===== config.mk =====
export PLATFORM = sky130hd
export DESIGN_NAME = bbr_cpu_end_flat
export DESIGN_NICKNAME = d
export VERILOG_FILES = /design/src/hdl/bbr_pkg.sv /design/src/hdl/bbr_bus_if.sv /design/src/hdl/bbr_cpu_end.sv /design/src/flat_wrapper.sv
export SDC_FILE = /design/constraint.sdc
export NUM_CORES = 1
export LEC_CHECK = 0
export ABC_AREA = 1
export BUFFER_PORTS_ARGS = -buffer_cell sky130_fd_sc_hd__buf_2
export CAP_MARGIN = 20
export CORE_ASPECT_RATIO = 0.5
export CORE_MARGIN = 5
export CORE_UTILIZATION = 41
export DETAILED_ROUTE_END_ITERATION = 16
export GPL_ROUTABILITY_DRIVEN = 0
export PLACE_DENSITY_LB_ADDON = 0.1
export SYNTH_ARGS = -nofsm -noshare
export SYNTH_HDL_FRONTEND = slang
export SYNTH_SLANG_ARGS = --single-unit

===== constraint.sdc =====
create_clock -name core_clk_i -period 2.4 [get_ports core_clk_i]
set_input_delay 0.24 -clock core_clk_i [delete_from_list [all_inputs] [get_ports core_clk_i]]
set_output_delay 0.24 -clock core_clk_i [all_outputs]
set_load 0.02 [all_outputs]

===== src/hdl/bbr_pkg.sv =====
/*
  bbr_pkg: shared constants and types for the bus backoff and restart
  sequencer and its far-end partner.
  Assumes a single processor clock and a synchronous active-high reset.
*/
package bbr_pkg;
  localparam int BBR_ADDR_W = 30;            // address bits 31..2
  localparam int BBR_DATA_W = 32;
  localparam int BBR_BE_W = 4;
  localparam int BBR_DP_W = 4;
  localparam int BBR_XFER_W = 2;             // transfer position in a burst
  localparam logic [1:0] BBR_LAST_XFER_SINGLE = 2'h0;
  localparam logic [1:0] BBR_LAST_XFER_BURST = 2'h3;
  localparam logic [BBR_DATA_W-1:0] BBR_DATA_RESET = 32'h0000_0000;
  localparam logic [BBR_ADDR_W-1:0] BBR_ADDR_RESET = 30'h0000_0000;
  localparam int BBR_IDLE_START_CLOCKS = 2;  // new master may start two clocks after backoff

  // bus sequencer states
  typedef enum logic [2:0] {
    bbr_bus_idle_clock,
    bbr_first_cycle_clock,
    bbr_data_phase_clock,
    bbr_restart_first_clock,
    bbr_aborted_cycle_clock
  } bbr_state_type;

  // cycle attributes: byte enables, cache control, cycle definition, lock
  typedef struct packed {
    logic [BBR_BE_W-1:0] byte_enable_n;
    logic page_cache_disable;
    logic page_write_through;
    logic write_not_read;
    logic data_not_code;
    logic memory_not_io;
    logic lock_n;
    logic pseudo_lock_n;
  } bbr_attr_type;
endpackage


===== src/hdl/bbr_bus_if.sv =====
/*
  bbr_bus_if: processor bus between the sequencer and the outside world.
  Assumes the testbench resolves the shared pins from the output enables.
*/
`timescale 1ns/10ps
`default_nettype none
interface bbr_bus_if
  import bbr_pkg::*;
(
  input wire logic core_clk_i
);
  // processor-driven pins, with separate address and data output enables
  logic [BBR_ADDR_W-1:0] addr;
  bbr_attr_type attr;
  logic address_strobe_n;
  logic last_transfer_n;
  logic [BBR_DATA_W-1:0] wdata;
  logic [BBR_DP_W-1:0] wparity;
  logic addr_oe;   // address, status, strobe, last
  logic data_oe;   // data and parity
  logic hold_acknowledge;
  // system-driven pins
  logic [BBR_DATA_W-1:0] rdata;
  logic ready_n;
  logic burst_ready_n;
  logic backoff_request_n;
  logic bus_size_byte_n;
  logic bus_size_halfword_n;
  logic address_hold_request;

  modport cpu (
    input core_clk_i, rdata, ready_n, burst_ready_n, backoff_request_n,
    bus_size_byte_n, bus_size_halfword_n,
    output addr, attr, address_strobe_n, last_transfer_n, wdata, wparity,
    addr_oe, data_oe, hold_acknowledge
  );
  modport sys (
    input core_clk_i, addr, attr, address_strobe_n, last_transfer_n, wdata,
    wparity, addr_oe, data_oe, hold_acknowledge,
    output rdata, ready_n, burst_ready_n, backoff_request_n, bus_size_byte_n,
    bus_size_halfword_n, address_hold_request
  );
endinterface
`default_nettype wire


===== src/hdl/bbr_cpu_end.sv =====
/*
  bbr_cpu_end: processor bus-cycle sequencer with backoff and restart.
  Assumes bus pins arrive from another domain and are synchronised here;
  the user side issues one request and waits for done.
  // Operation
  // sample backoff on every clock edge
  // float address, data, status next clock
  // abort cycle, discard its read data
  // float hold set, never acknowledge hold
  // backoff beats ready in same clock
  // new master waits for ready first
  // idle bus: master starts two clocks later
  // memory treats backoff as last transfer
  // stay floated, then restart with strobe
  // keep acknowledged transfers, restart remainder
  // backoff with strobe floats strobe low
  // system ignores strobe or uses hold
  // idle drives nothing, bus floated
  // first clock drives address, asserts strobe
  // data phase drives data, samples ready
  // restart first clock is own state
  // aborted clocks form their own state
  // floated set: enables, status, data, parity
  // hold address and position while backed off
*/
`timescale 1ns/10ps
`default_nettype none
module bbr_cpu_end
  import bbr_pkg::*;
(
  input wire logic core_clk_i,
  input wire logic srst_i,
  bbr_bus_if.cpu bus,
  input wire logic req_valid_i,
  input wire logic [BBR_ADDR_W-1:0] req_addr_i,
  input wire bbr_attr_type req_attr_i,
  input wire logic req_burst_i,
  input wire logic [BBR_DATA_W-1:0] req_wdata_i,
  output logic req_ready_o,
  output logic rsp_valid_o,
  output logic [BBR_DATA_W-1:0] rsp_rdata_o,
  output logic [BBR_XFER_W-1:0] rsp_index_o,
  output logic rsp_last_o
);
  bbr_state_type state_q;
  logic [1:0] backoff_request_n_sync_q, rdy_sync_q, burst_ready_n_sync_q;
  logic [BBR_DATA_W-1:0] rdata_sync_q;
  logic [BBR_DATA_W-1:0] rdata_q;
  logic strobe_hold_q;
  logic strobe_drive;
  logic addr_drive;
  logic [BBR_ADDR_W-1:0] addr_q;
  bbr_attr_type attr_q;
  logic [BBR_DATA_W-1:0] wdata_q;
  logic [BBR_XFER_W-1:0] xfer_q;
  logic burst_q;
  logic backoff;
  logic term;
  logic last_xfer;
  logic rsp_valid_q;
  logic [BBR_DATA_W-1:0] rsp_rdata_q;
  logic [BBR_XFER_W-1:0] rsp_index_q;
  logic rsp_last_q;

  // two-stage synchronisers on inbound pins, sampled every clock
  always_ff @(posedge core_clk_i)
  begin
    if (srst_i)
    begin
      backoff_request_n_sync_q <= 2'h3;
      rdy_sync_q <= 2'h3;
      burst_ready_n_sync_q <= 2'h3;
      rdata_sync_q <= BBR_DATA_RESET;
      rdata_q <= BBR_DATA_RESET;
    end
    else
    begin
      backoff_request_n_sync_q <= {backoff_request_n_sync_q[0], bus.backoff_request_n};
      rdy_sync_q <= {rdy_sync_q[0], bus.ready_n};
      burst_ready_n_sync_q <= {burst_ready_n_sync_q[0], bus.burst_ready_n};
      rdata_sync_q <= bus.rdata; // two stages keep read data in step with ready and backoff
      rdata_q <= rdata_sync_q;
    end
  end

  assign backoff = !backoff_request_n_sync_q[1];
  // termination only counts when backoff is absent
  assign term = (!rdy_sync_q[1] || !burst_ready_n_sync_q[1]) && !backoff;
  assign last_xfer = !burst_q || (xfer_q == BBR_LAST_XFER_BURST);

  // bus state machine
  always_ff @(posedge core_clk_i)
  begin
    if (srst_i)
      state_q <= bbr_bus_idle_clock;
    else
    begin
      case (state_q)
        bbr_bus_idle_clock:
          if (req_valid_i && !backoff)
            state_q <= bbr_first_cycle_clock;
        bbr_first_cycle_clock:
          if (backoff)
            state_q <= bbr_aborted_cycle_clock;
          else
            state_q <= bbr_data_phase_clock;
        bbr_data_phase_clock:
          if (backoff)
            state_q <= bbr_aborted_cycle_clock;
          else if (term && last_xfer)
            state_q <= bbr_bus_idle_clock;
        bbr_restart_first_clock:
          if (backoff)
            state_q <= bbr_aborted_cycle_clock;
          else
            state_q <= bbr_data_phase_clock;
        bbr_aborted_cycle_clock:
          if (!backoff)
            state_q <= bbr_restart_first_clock;
        default:
          state_q <= bbr_bus_idle_clock;
      endcase
    end
  end

  // cycle context, kept unchanged through backoff
  always_ff @(posedge core_clk_i)
  begin
    if (srst_i)
    begin
      addr_q <= BBR_ADDR_RESET;
      attr_q <= '0;
      wdata_q <= BBR_DATA_RESET;
      xfer_q <= '0;
      burst_q <= 1'b0;
    end
    else if (state_q == bbr_bus_idle_clock && req_valid_i && !backoff)
    begin
      addr_q <= req_addr_i;
      attr_q <= req_attr_i;
      wdata_q <= req_wdata_i;
      xfer_q <= '0;
      burst_q <= req_burst_i;
    end
    else if (state_q == bbr_data_phase_clock && term && !last_xfer)
    begin
      xfer_q <= xfer_q + 2'h1;
      addr_q <= {addr_q[BBR_ADDR_W-1:2], addr_q[1:0] + 2'h1};
    end
  end

  // accepted read data; aborted transfer returns nothing
  always_ff @(posedge core_clk_i)
  begin
    if (srst_i)
    begin
      rsp_valid_q <= 1'b0;
      rsp_rdata_q <= BBR_DATA_RESET;
      rsp_index_q <= '0;
      rsp_last_q <= 1'b0;
    end
    else
    begin
      rsp_valid_q <= (state_q == bbr_data_phase_clock) && term;
      if ((state_q == bbr_data_phase_clock) && term)
      begin
        rsp_rdata_q <= rdata_q;
        rsp_index_q <= xfer_q;
        rsp_last_q <= last_xfer;
      end
    end
  end

  assign req_ready_o = (state_q == bbr_bus_idle_clock) && !backoff;
  assign rsp_valid_o = rsp_valid_q;
  assign rsp_rdata_o = rsp_rdata_q;
  assign rsp_index_o = rsp_index_q;
  assign rsp_last_o = rsp_last_q;

  // pins are driven only in first, data and restart clocks
  assign addr_drive = (state_q == bbr_first_cycle_clock) ||
                      (state_q == bbr_data_phase_clock) ||
                      (state_q == bbr_restart_first_clock);
  assign strobe_drive = !((state_q == bbr_first_cycle_clock) ||
                          (state_q == bbr_restart_first_clock));

  // floated strobe keeps its last driven level, low when cut in its own clock
  always_ff @(posedge core_clk_i)
  begin
    if (srst_i)
      strobe_hold_q <= 1'b1;
    else if (addr_drive)
      strobe_hold_q <= strobe_drive;
  end

  // pin drive: floated in idle and aborted clocks, full hold set
  always_comb
  begin
    bus.addr_oe = addr_drive;
    bus.data_oe = (state_q == bbr_data_phase_clock) && attr_q.write_not_read;
    bus.addr = addr_q;
    bus.attr = attr_q;
    bus.address_strobe_n = addr_drive ? strobe_drive : strobe_hold_q;
    bus.last_transfer_n = !last_xfer;
    bus.wdata = wdata_q;
    bus.wparity = {^wdata_q[31:24], ^wdata_q[23:16], ^wdata_q[15:8], ^wdata_q[7:0]};
    bus.hold_acknowledge = 1'b0;
  end
endmodule
`default_nettype wire


===== src/flat_wrapper.sv =====
// flat-port wrapper written by rule: the top's interface ports become plain ports
module bbr_cpu_end_flat import bbr_pkg::*;
  (core_clk_i, srst_i, req_valid_i, req_addr_i, req_attr_i, req_burst_i, req_wdata_i, req_ready_o, rsp_valid_o, rsp_rdata_o, rsp_index_o, rsp_last_o, bus_rdata, bus_ready_n, bus_burst_ready_n, bus_backoff_request_n, bus_bus_size_byte_n, bus_bus_size_halfword_n, bus_addr, bus_attr, bus_address_strobe_n, bus_last_transfer_n, bus_wdata, bus_wparity, bus_addr_oe, bus_data_oe, bus_hold_acknowledge);
  bbr_bus_if bus_i (.core_clk_i(core_clk_i));
  input wire logic core_clk_i;
  input wire logic srst_i;
  input wire logic req_valid_i;
  input wire logic [BBR_ADDR_W-1:0] req_addr_i;
  input wire bbr_attr_type req_attr_i;
  input wire logic req_burst_i;
  input wire logic [BBR_DATA_W-1:0] req_wdata_i;
  output logic req_ready_o;
  output logic rsp_valid_o;
  output logic [BBR_DATA_W-1:0] rsp_rdata_o;
  output logic [BBR_XFER_W-1:0] rsp_index_o;
  output logic rsp_last_o;
  input wire logic [$bits(bus_i.rdata)-1:0] bus_rdata;
  input wire logic [$bits(bus_i.ready_n)-1:0] bus_ready_n;
  input wire logic [$bits(bus_i.burst_ready_n)-1:0] bus_burst_ready_n;
  input wire logic [$bits(bus_i.backoff_request_n)-1:0] bus_backoff_request_n;
  input wire logic [$bits(bus_i.bus_size_byte_n)-1:0] bus_bus_size_byte_n;
  input wire logic [$bits(bus_i.bus_size_halfword_n)-1:0] bus_bus_size_halfword_n;
  output wire logic [$bits(bus_i.addr)-1:0] bus_addr;
  output wire logic [$bits(bus_i.attr)-1:0] bus_attr;
  output wire logic [$bits(bus_i.address_strobe_n)-1:0] bus_address_strobe_n;
  output wire logic [$bits(bus_i.last_transfer_n)-1:0] bus_last_transfer_n;
  output wire logic [$bits(bus_i.wdata)-1:0] bus_wdata;
  output wire logic [$bits(bus_i.wparity)-1:0] bus_wparity;
  output wire logic [$bits(bus_i.addr_oe)-1:0] bus_addr_oe;
  output wire logic [$bits(bus_i.data_oe)-1:0] bus_data_oe;
  output wire logic [$bits(bus_i.hold_acknowledge)-1:0] bus_hold_acknowledge;
  assign bus_i.rdata = bus_rdata;
  assign bus_i.ready_n = bus_ready_n;
  assign bus_i.burst_ready_n = bus_burst_ready_n;
  assign bus_i.backoff_request_n = bus_backoff_request_n;
  assign bus_i.bus_size_byte_n = bus_bus_size_byte_n;
  assign bus_i.bus_size_halfword_n = bus_bus_size_halfword_n;
  assign bus_addr = bus_i.addr;
  assign bus_attr = bus_i.attr;
  assign bus_address_strobe_n = bus_i.address_strobe_n;
  assign bus_last_transfer_n = bus_i.last_transfer_n;
  assign bus_wdata = bus_i.wdata;
  assign bus_wparity = bus_i.wparity;
  assign bus_addr_oe = bus_i.addr_oe;
  assign bus_data_oe = bus_i.data_oe;
  assign bus_hold_acknowledge = bus_i.hold_acknowledge;
  bbr_cpu_end u_core (.core_clk_i(core_clk_i), .srst_i(srst_i), .bus(bus_i), .req_valid_i(req_valid_i), .req_addr_i(req_addr_i), .req_attr_i(req_attr_i), .req_burst_i(req_burst_i), .req_wdata_i(req_wdata_i), .req_ready_o(req_ready_o), .rsp_valid_o(rsp_valid_o), .rsp_rdata_o(rsp_rdata_o), .rsp_index_o(rsp_index_o), .rsp_last_o(rsp_last_o));
endmodule

Word level (Yosys, flattened, before mapping)

Cells that the tools add are included.

Register bits: 186
Output and inout port bits: 119
Logic and storage cells: 71

$add $sub $neg: 2
Equal/unequal tests: 8
Mux-type cells: 9
Reduce and logical (&&, ||, !) cells: 28

Operator list:

| cell                  | count |
|---|---|
| $reduce_xor A8 Y1     | 4 |
| $mux W30              | 1 |
| $mux W3               | 5 |
| $pmux W3 S4           | 1 |
| $logic_and A1 B1 Y1   | 9 |
| $eq A3 B2 Y1 const B  | 2 |
| $logic_not A1 Y1      | 5 |
| $logic_or A1 B1 Y1    | 5 |
| $add A2 B1 Y2 const B | 2 |
| $ne A2 B1 Y1 const B  | 2 |
| $reduce_or A2 Y1      | 2 |
| $eq A3 B1 Y1 const B  | 1 |
| $eq A3 B3 Y1 const B  | 1 |
| $logic_not A3 Y1      | 1 |
| $ne A3 B3 Y1 const B  | 1 |
| $reduce_and A3 Y1     | 1 |
| $eq A2 B2 Y1 const B  | 1 |
| $mux W2               | 1 |
| $reduce_bool A2 Y1    | 1 |
| $mux W1               | 1 |

Depth between registers and ports, before layout

Gate-level depths: netlist of the first run.

Depth after elaboration: 7
Mapped depth: 8
Gate-level depth less buffers: 8

Worst setup path before layout of the first run

OpenSTA, ideal clock, no wires.

Kind: register to register
From: register u_core.xfer_q[0]
To: register u_core.addr_q[1], in the netlist u_core.bus.addr[1]
Setup time: 0.116 ns
Arrival: 1.416 ns
Required time: 2.284 ns
Path slack: 0.868 ns
Cell stages (with the launch flop): 6
Buffers on the path: 0
Clock period less this slack: 1.532 ns
Cell sequence: dfxtp_1 -> ha_1 -> nor2_1 -> nand3_1 -> o21ai_0 -> nor2_1

Longest elaborated chain between the ends: 5

RTL lines:

| what                                | RTL line           | text |
|---|---|---|
| start, declared                     | bbr_cpu_end.sv:55  | `logic [BBR_XFER_W-1:0] xfer_q;` |
| start signal, assigned              | bbr_cpu_end.sv:147 | `xfer_q <= xfer_q + 2'h1;` |
| $eq A2 B2 Y1                        | bbr_cpu_end.sv:89  | `assign last_xfer = !burst_q \|\| (xfer_q == BBR_LAST_XFER_BURST);` |
| $logic_or A1 B1 Y1                  | bbr_cpu_end.sv:89  |  |
| $logic_not A1 Y1                    | -                  |  |
| named net bus_last_transfer_n       | flat_wrapper.sv:26 | `output wire logic [$bits(bus_i.last_transfer_n)-1:0] bus_last_transfer_n;` |
| $logic_and A1 B1 Y1                 | bbr_cpu_end.sv:145 | `else if (state_q == bbr_data_phase_clock && term && !last_xfer)` |
| $reduce_bool A2 Y1 (no source line) | -                  |  |
| end signal, assigned                | bbr_cpu_end.sv:139 | `addr_q <= req_addr_i;` |
| end signal, assigned                | bbr_cpu_end.sv:148 | `addr_q <= {addr_q[BBR_ADDR_W-1:2], addr_q[1:0] + 2'h1};` |
| end, declared                       | bbr_cpu_end.sv:52  | `logic [BBR_ADDR_W-1:0] addr_q;` |

The timed path passes the listed nets, and every way through them passes these cells.
A chain may end at the register's enable or synchronous reset.

Worst setup path after layout of the first run

From: register u_core.xfer_q[0]
To: output bus_last_transfer_n

Longest elaborated chain between the ends: 3

RTL lines:

| what               | RTL line           | text |
|---|---|---|
| $eq A2 B2 Y1       | bbr_cpu_end.sv:89  |  |
| $logic_or A1 B1 Y1 | bbr_cpu_end.sv:89  |  |
| $logic_not A1 Y1   | bbr_cpu_end.sv:204 | `bus.last_transfer_n = !last_xfer;` |
| end, declared      | flat_wrapper.sv:26 |  |

No other way between the ends.

==> results.json, run 1 <==
{
  "cts_setup_buffers": 0,
  "rows": 32,
  "wl_per_cell_um": 12.8,
  "switching_share": 0.296,
  "fin_nets": 1136,
  "area_delta_synth_final_pct": 31.5,
  "drive_gt1_frac": 0.275,
  "hold_violations": 0,
  "die_w_um": 187,
  "vias": 5495,
  "die_h_um": 98.6,
  "crit_fanout": 6,
  "p_comb_frac": 0.164,
  "setup_viol": 0,
  "fin_util": 0.550,
  "wl_mm": 15.9,
  "syn_area_per_cell_sq_um": 8.10,
  "grt_usage": 0.168,
  "max_freq_mhz": 546,
  "rsz0062_at_grt": "no",
  "critPathKind": "reg -> out",
  "outcome": "completed",
  "netlist_instances": 794,
  "fp.coreArea_sq_um": 15400,
  "io_pins": 233,
  "ys_seq_area_frac": 0.579,
  "clockPowerShare": 0.380,
  "cts_htree_levels": 4,
  "ys_seq_elements": 186,
  "critPathCaptureType": "output pin",
  "slew_viol_final": 0,
  "max_slew_margin": 0.445,
  "vdd_ir_drop_max_uv": 488,
  "cts_sinks": 186,
  "yosysWarnings": 0,
  "grt_pass1_wl_mm": 25.3,
  "num-fill-cells": 1519,
  "drcViolationCount": 0,
  "grt_max_degree": 82,
  "synth.distinct_cells": 26,
  "worstPathArrival_ps": 1590,
  "clkTransAtPathRegs_ps": 70,
  "start_util": 0.418,
  "total_leakage_power_uw": 0.00424,
  "internal_power_uw": 5230,
  "overflow": 0,
  "hp-class": "in -> reg",
  "tns_ps": 0,
  "io_buffer_count": 229,
  "drtIter0Drc": 230,
  "syn_area_sq_um": 6430,
  "cts_tree": "done",
  "p_seq_frac": 0.456,
  "die-area_sq_um": 18400,
  "cts_buffer_depth": 2,
  "grt_antenna_before_repair": 0,
  "worstMarginPinSlew_ps": 832,
  "power_density_nw_per_um2": 877,
  "cts-root-buf": "clkbuf_16",
  "final_antenna_net_count": 0,
  "cp-start-kind": "register",
  "dp_hpwl_mm": 10.7,
  "cts_buffers": 17,
  "via_per_inst": 4.44,
  "syn_nets": 909,
  "period_share": 0.763,
  "first_pass_iters": 5,
  "grt_pass1_vias": 5063,
  "fin_skew_ps": 11.4,
  "p_sw_uw": 2190,
  "worstPathRequired_ps": 2160,
  "drv_cap": 0,
  "period_needed_ps": 1830,
  "diodes": 0,
  "clock_latency_ps": 420
}
[routing by layer]
metal | track usage | part of all wire
met4 | 0.0477 | 0.011
met3 | 0.0552 | 0.062
met5 | 0 | 0
met2 | 0.284 | 0.47
met1 | 0.206 | 0.46
[metrics by stage]
stage	total power, uW	setup WS, ps	hold slack, ps	instance area, sq um	cells
6_report	7420	569	22.0	8460	1238
5_1_grt	7810	476	5.18	8460	1238
4_1_cts	7540	518	0.674	8450	1237
3_5_place_dp	4670	658	392	7730	1194
3_3_place_gp	4660	671	389	7730	1194
2_1_floorplan	4260	868	344	6430	794
[state kept, by name, indices dropped and copies added (netlist names), 2 cells and up]
register                         flops
u_core.state_q                       3
u_core.rsp_rdata_o                  32
u_core.bus.attr                     11
u_core.rdata_sync_q                 32
u_core.rdata_q                      32
u_core.bus.wdata                    32
u_core.burst_ready_n_sync_q          2
u_core.xfer_q                        2
u_core.rsp_index_o                   2
u_core.bus.addr                     30
u_core.rdy_sync_q                    2
u_core.backoff_request_n_sync_q      2
[final cells by class]
type | count | area [sq um] | share of cell area
sequential | 186 | 3720 | 0.440
multi-input combinational | 485 | 2210 | 0.261
timing repair buffer | 251 | 1370 | 0.162
clock buffer | 17 | 425 | 0.0503
inverter | 80 | 300 | 0.0355
tap | 204 | 255 | 0.0302
clock inverter | 15 | 178 | 0.0210
[path summary, 6_finish.rpt]
| path | cells past startpoint | end | from | slack [ps] |
|---|---|---|---|---|
| worst max-delay path | 3 | bus_last_transfer_n | u_core.xfer_q[0] | 570 |
| worst min-delay path | 3 | u_core.rdata_sync_q[9] | bus_rdata[9] | 20 |
| worst max register to register | 7 | u_core.bus.addr[1] | u_core.backoff_request_n_sync_q[1] | 640 |
| worst min register to register | 2 | u_core.rdata_q[14] | u_core.rdata_sync_q[14] | 400 |
[worst max-delay path, cell delays in order (launching register included)]
cell and delay, ps:
dfxtp_1 330, ha_1 200, nor2_1 380, buf_2 250
[kinds of logic (layout without fill, tap and decap cells)]
kind of cell | after synthesis | count (layout) | share of synthesized area
AO/OA/AOI/OAI | 121 | 121 | 0.0949
XOR/XNOR | 32 | 32 | 0.0436
adder cells (fa/ha/maj) | 1 | 1 | 0.00194
buffers and inverters | 123 | 363 | 0.0782
flip-flops | 186 | 186 | 0.579
other | 1 | 1 | 0.000583
AND/OR/NAND/NOR | 330 | 330 | 0.202
[synthesized netlist by cell type, drive strengths merged]
library cell | count | area share
a211oi | 1 | 0.0012
a21oi | 80 | 0.062
buf | 19 | 0.017
clkbuf | 24 | 0.014
conb | 1 | 0.00058
dfxtp | 186 | 0.58
ha | 1 | 0.0019
inv | 80 | 0.047
nand2 | 171 | 0.10
nand3 | 10 | 0.0097
nand3b | 1 | 0.0012
nand4 | 1 | 0.00097
nor2 | 141 | 0.085
o211ai | 1 | 0.0012
o21ai | 39 | 0.030
or2 | 6 | 0.0058
xnor2 | 20 | 0.027
xor2 | 12 | 0.016
[power groups by stage]
stage | Combinational (uW) | Sequential (uW) | Clock, uW
2_1_floorplan | 653 | 3610 | 0
6_report | 1220 | 3380 | 2820
5_1_grt | 1350 | 3410 | 3060
4_1_cts | 1240 | 3380 | 2920
3_5_place_dp | 1220 | 3460 | 0
3_3_place_gp | 1200 | 3450 | 0
[what timing repair did]
action,in CTS,in global routing
hold buffers,11,1
gates resized for setup,0,0
hold endpoints to repair,11,1
[layout by cell type (no fill, tap or decap), types with 2 or more instances in the layout]
| cell | instances |
|---|---|
| buf_2 | 228 |
| dfxtp_1 | 186 |
| nand2_1 | 171 |
| nor2_1 | 139 |
| a21oi_1 | 80 |
| inv_1 | 76 |
| o21ai_0 | 38 |
| xnor2_1 | 20 |
| clkbuf_16 | 17 |
| xor2_1 | 12 |
| dlygate4sd3_1 | 12 |
| nand3_1 | 9 |
| buf_4 | 9 |
| or2_2 | 6 |
| inv_6 | 5 |
| inv_2 | 4 |
| inv_8 | 3 |
| clkinv_8 | 3 |
| nor2_4 | 2 |
| buf_12 | 2 |
Power figures use the tool's default switching activity.
==> run 2, diff against run 1 <==
clock period = 1.7 ns   (was 2.4 ns; I/O delays follow)
==> run 2 against run 1 <==
Power is 47% higher. Setup slack worse by 500 ps. Wire length is 8.6% higher. Sequential share of layout area is 5.2 points lower. Clock power is 45% higher. Critical path type unchanged. Largest power group unchanged.
==> results.json, run 2 (synthesis results as in run 1) <==
{
  "outcome": "completed",
  "dp_cells": 1198,
  "wl_mm": 17.2,
  "first_pass_iters": 4,
  "vdd_ir_drop_max_uv": 666,
  "cts_buffer_depth": 2,
  "crit_top_cell": "nand2_1",
  "start_util": 0.418,
  "setup_viol": 0,
  "critPathCaptureType": "output pin",
  "hp-class": "in -> reg",
  "hold_end": "u_core.bus.attr[4]",
  "power.total_uw": 10900,
  "power_density_nw_per_um2": 1130,
  "via_per_inst": 4.47,
  "switching_share": 0.298,
  "clkTransAtPathRegs_ps": 70,
  "period_needed_ps": 1630,
  "overflow": 0,
  "max_freq_mhz": 612,
  "vias": 5975,
  "crit_family": "flip-flops",
  "rrSetupSlack_ps": 200,
  "grt_antenna_before_repair": 0,
  "fin_util": 0.626,
  "wl_per_cell_um": 12.9,
  "grt_max_degree": 39,
  "path_buf_inv": 1,
  "grt_usage": 0.187,
  "p_sw_uw": 3250,
  "cts-root-buf": "clkbuf_16",
  "drcViolationCount": 0,
  "die_h_um": 98.6,
  "path_depth": 5,
  "crit_slowest_cell": "dfxtp_1",
  "io_buffer_count": 229,
  "crit_fanout": 3,
  "final_antenna_net_count": 0,
  "rows": 32,
  "clockPowerShare": 0.375,
  "reg2reg_from": "u_core.state_q[0]",
  "drtIter0Drc": 211,
  "cts_sinks": 186,
  "fp.coreArea_sq_um": 15400,
  "layout_common_cells": "buf_2 (226), dfxtp_1 (175), nand2_1 (171), nor2_1 (137), dlygate4sd3_1 (105)",
  "worstMarginPinSlew_ps": 660,
  "fin_skew_ps": 12.2,
  "area_delta_synth_final_pct": 49.5,
  "rsz0062_at_grt": "yes",
  "drv_cap": 0,
  "worstPathArrival_ps": 1460,
  "p_comb_frac": 0.183,
  "critical_path.max_stage_delay_ps": 410,
  "critPathKind": "reg -> out",
  "io_pins": 233,
  "cts_htree_levels": 4,
  "hold_depth": 3,
  "internal_power_uw": 7640,
  "hp-start": "req_attr_i[4]",
  "fin_nets": 1235,
  "drive_gt1_frac": 0.282,
  "clock_latency_ps": 430,
  "die_w_um": 187,
  "worstPathRequired_ps": 1530,
  "grt_pass1_wl_mm": 28.7,
  "cp-start-kind": "register",
  "total_leakage_power_uw": 0.00470,
  "cp_cell_sequence": "xor2_2, xor2_1, nand2_1, nand2_1, buf_2",
  "slew_viol_final": 0,
  "max_slew_margin": 0.559,
  "cts_buffers": 17,
  "reg2reg_to": "u_core.bus.attr[10]",
  "reg2reg_depth": 6,
  "period_share": 0.961,
  "cts_tree": "done",
  "hold_violations": 0,
  "p_seq_frac": 0.442,
  "die-area_sq_um": 18400,
  "final_cells": 1337,
  "dp_hpwl_mm": 11.0,
  "mostFrequentLayoutCell": "buf_2",
  "grt_pass1_vias": 5871,
  "diodes": 0
}
-- run 2: cell count changes in the layout (fill, tap and decap cells not counted), sizes merged --
cell         before  now
dlygate4sd3      12  105
buf             239  245
inv              88   87
clkinv            5    6
-- run 2: metrics by stage --
stage          hold slack (ps)  setup slack [ps]  area [sq um]  TNS [ps]
3_5_place_dp               358               216          7760         0
2_1_floorplan              274               168          6430         0
5_1_grt                   58.4             -14.6          9620     -14.7
3_3_place_gp               355               257          7760         0
6_report                  34.1              66.1          9620         0
4_1_cts                   17.9             0.784          9520         0
-- run 2: how the worst max path moves through the flow --
stage          slack, ps                 start                endpoint
3_5_place_dp         220     u_core.state_q[0]  u_core.rsp_rdata_o[20]
4_1_cts              0.8  u_core.bus.wdata[22]          bus_wparity[2]
2_1_floorplan        170      u_core.xfer_q[0]      u_core.bus.addr[1]
6_report              70  u_core.bus.wdata[12]          bus_wparity[1]
3_3_place_gp         260     u_core.state_q[0]  u_core.rsp_rdata_o[11]
5_1_grt              -10  u_core.bus.wdata[22]          bus_wparity[2]
-- run 2: metal layers --
metal,up-vias,global-route usage,part of all wire
li1,3077,-,-
met5,-,0,0
met2,157,0.326,0.49
met3,28,0.0488,0.058
met4,0,0.0664,0.019
met1,2713,0.227,0.44
-- run 2: final cells by class --
type,instances,area [sq um]
fill,1349,5760
sequential,186,3740
timing repair buffer,350,2350
multi-input combinational,485,2350
clock buffer,17,425
inverter,80,300
tap,204,255
clock inverter,15,201
-- run 2: repair_timing --
item,CTS,global route
cloned,0,0
hold buffers,105,0
pin swaps,0,6
setup endpoints to repair,4,6
setup buffers,0,2
gates resized for setup,10,23
hold endpoints to repair,105,0
-- run 2: power by group through the flow --
| stage | clock (uW) | combinational (uW) | sequential, uW |
|---|---|---|---|
| after floorplan | 0 | 922 | 5090 |
| after global placement | 0 | 1720 | 4870 |
| after detailed placement | 0 | 1740 | 4880 |
| after CTS | 4200 | 1960 | 4790 |
| after global routing | 4390 | 2200 | 4850 |
| final | 4080 | 2000 | 4810 |
-- run 2: worst reg2reg max path, delay by kind of cell (launching register included) --
family	cells	cell delay (ps)
AOI/OAI and AO/OA	1	160
and+or+nand+nor	3	330
buffers and inverters	2	520
DFF	1	400
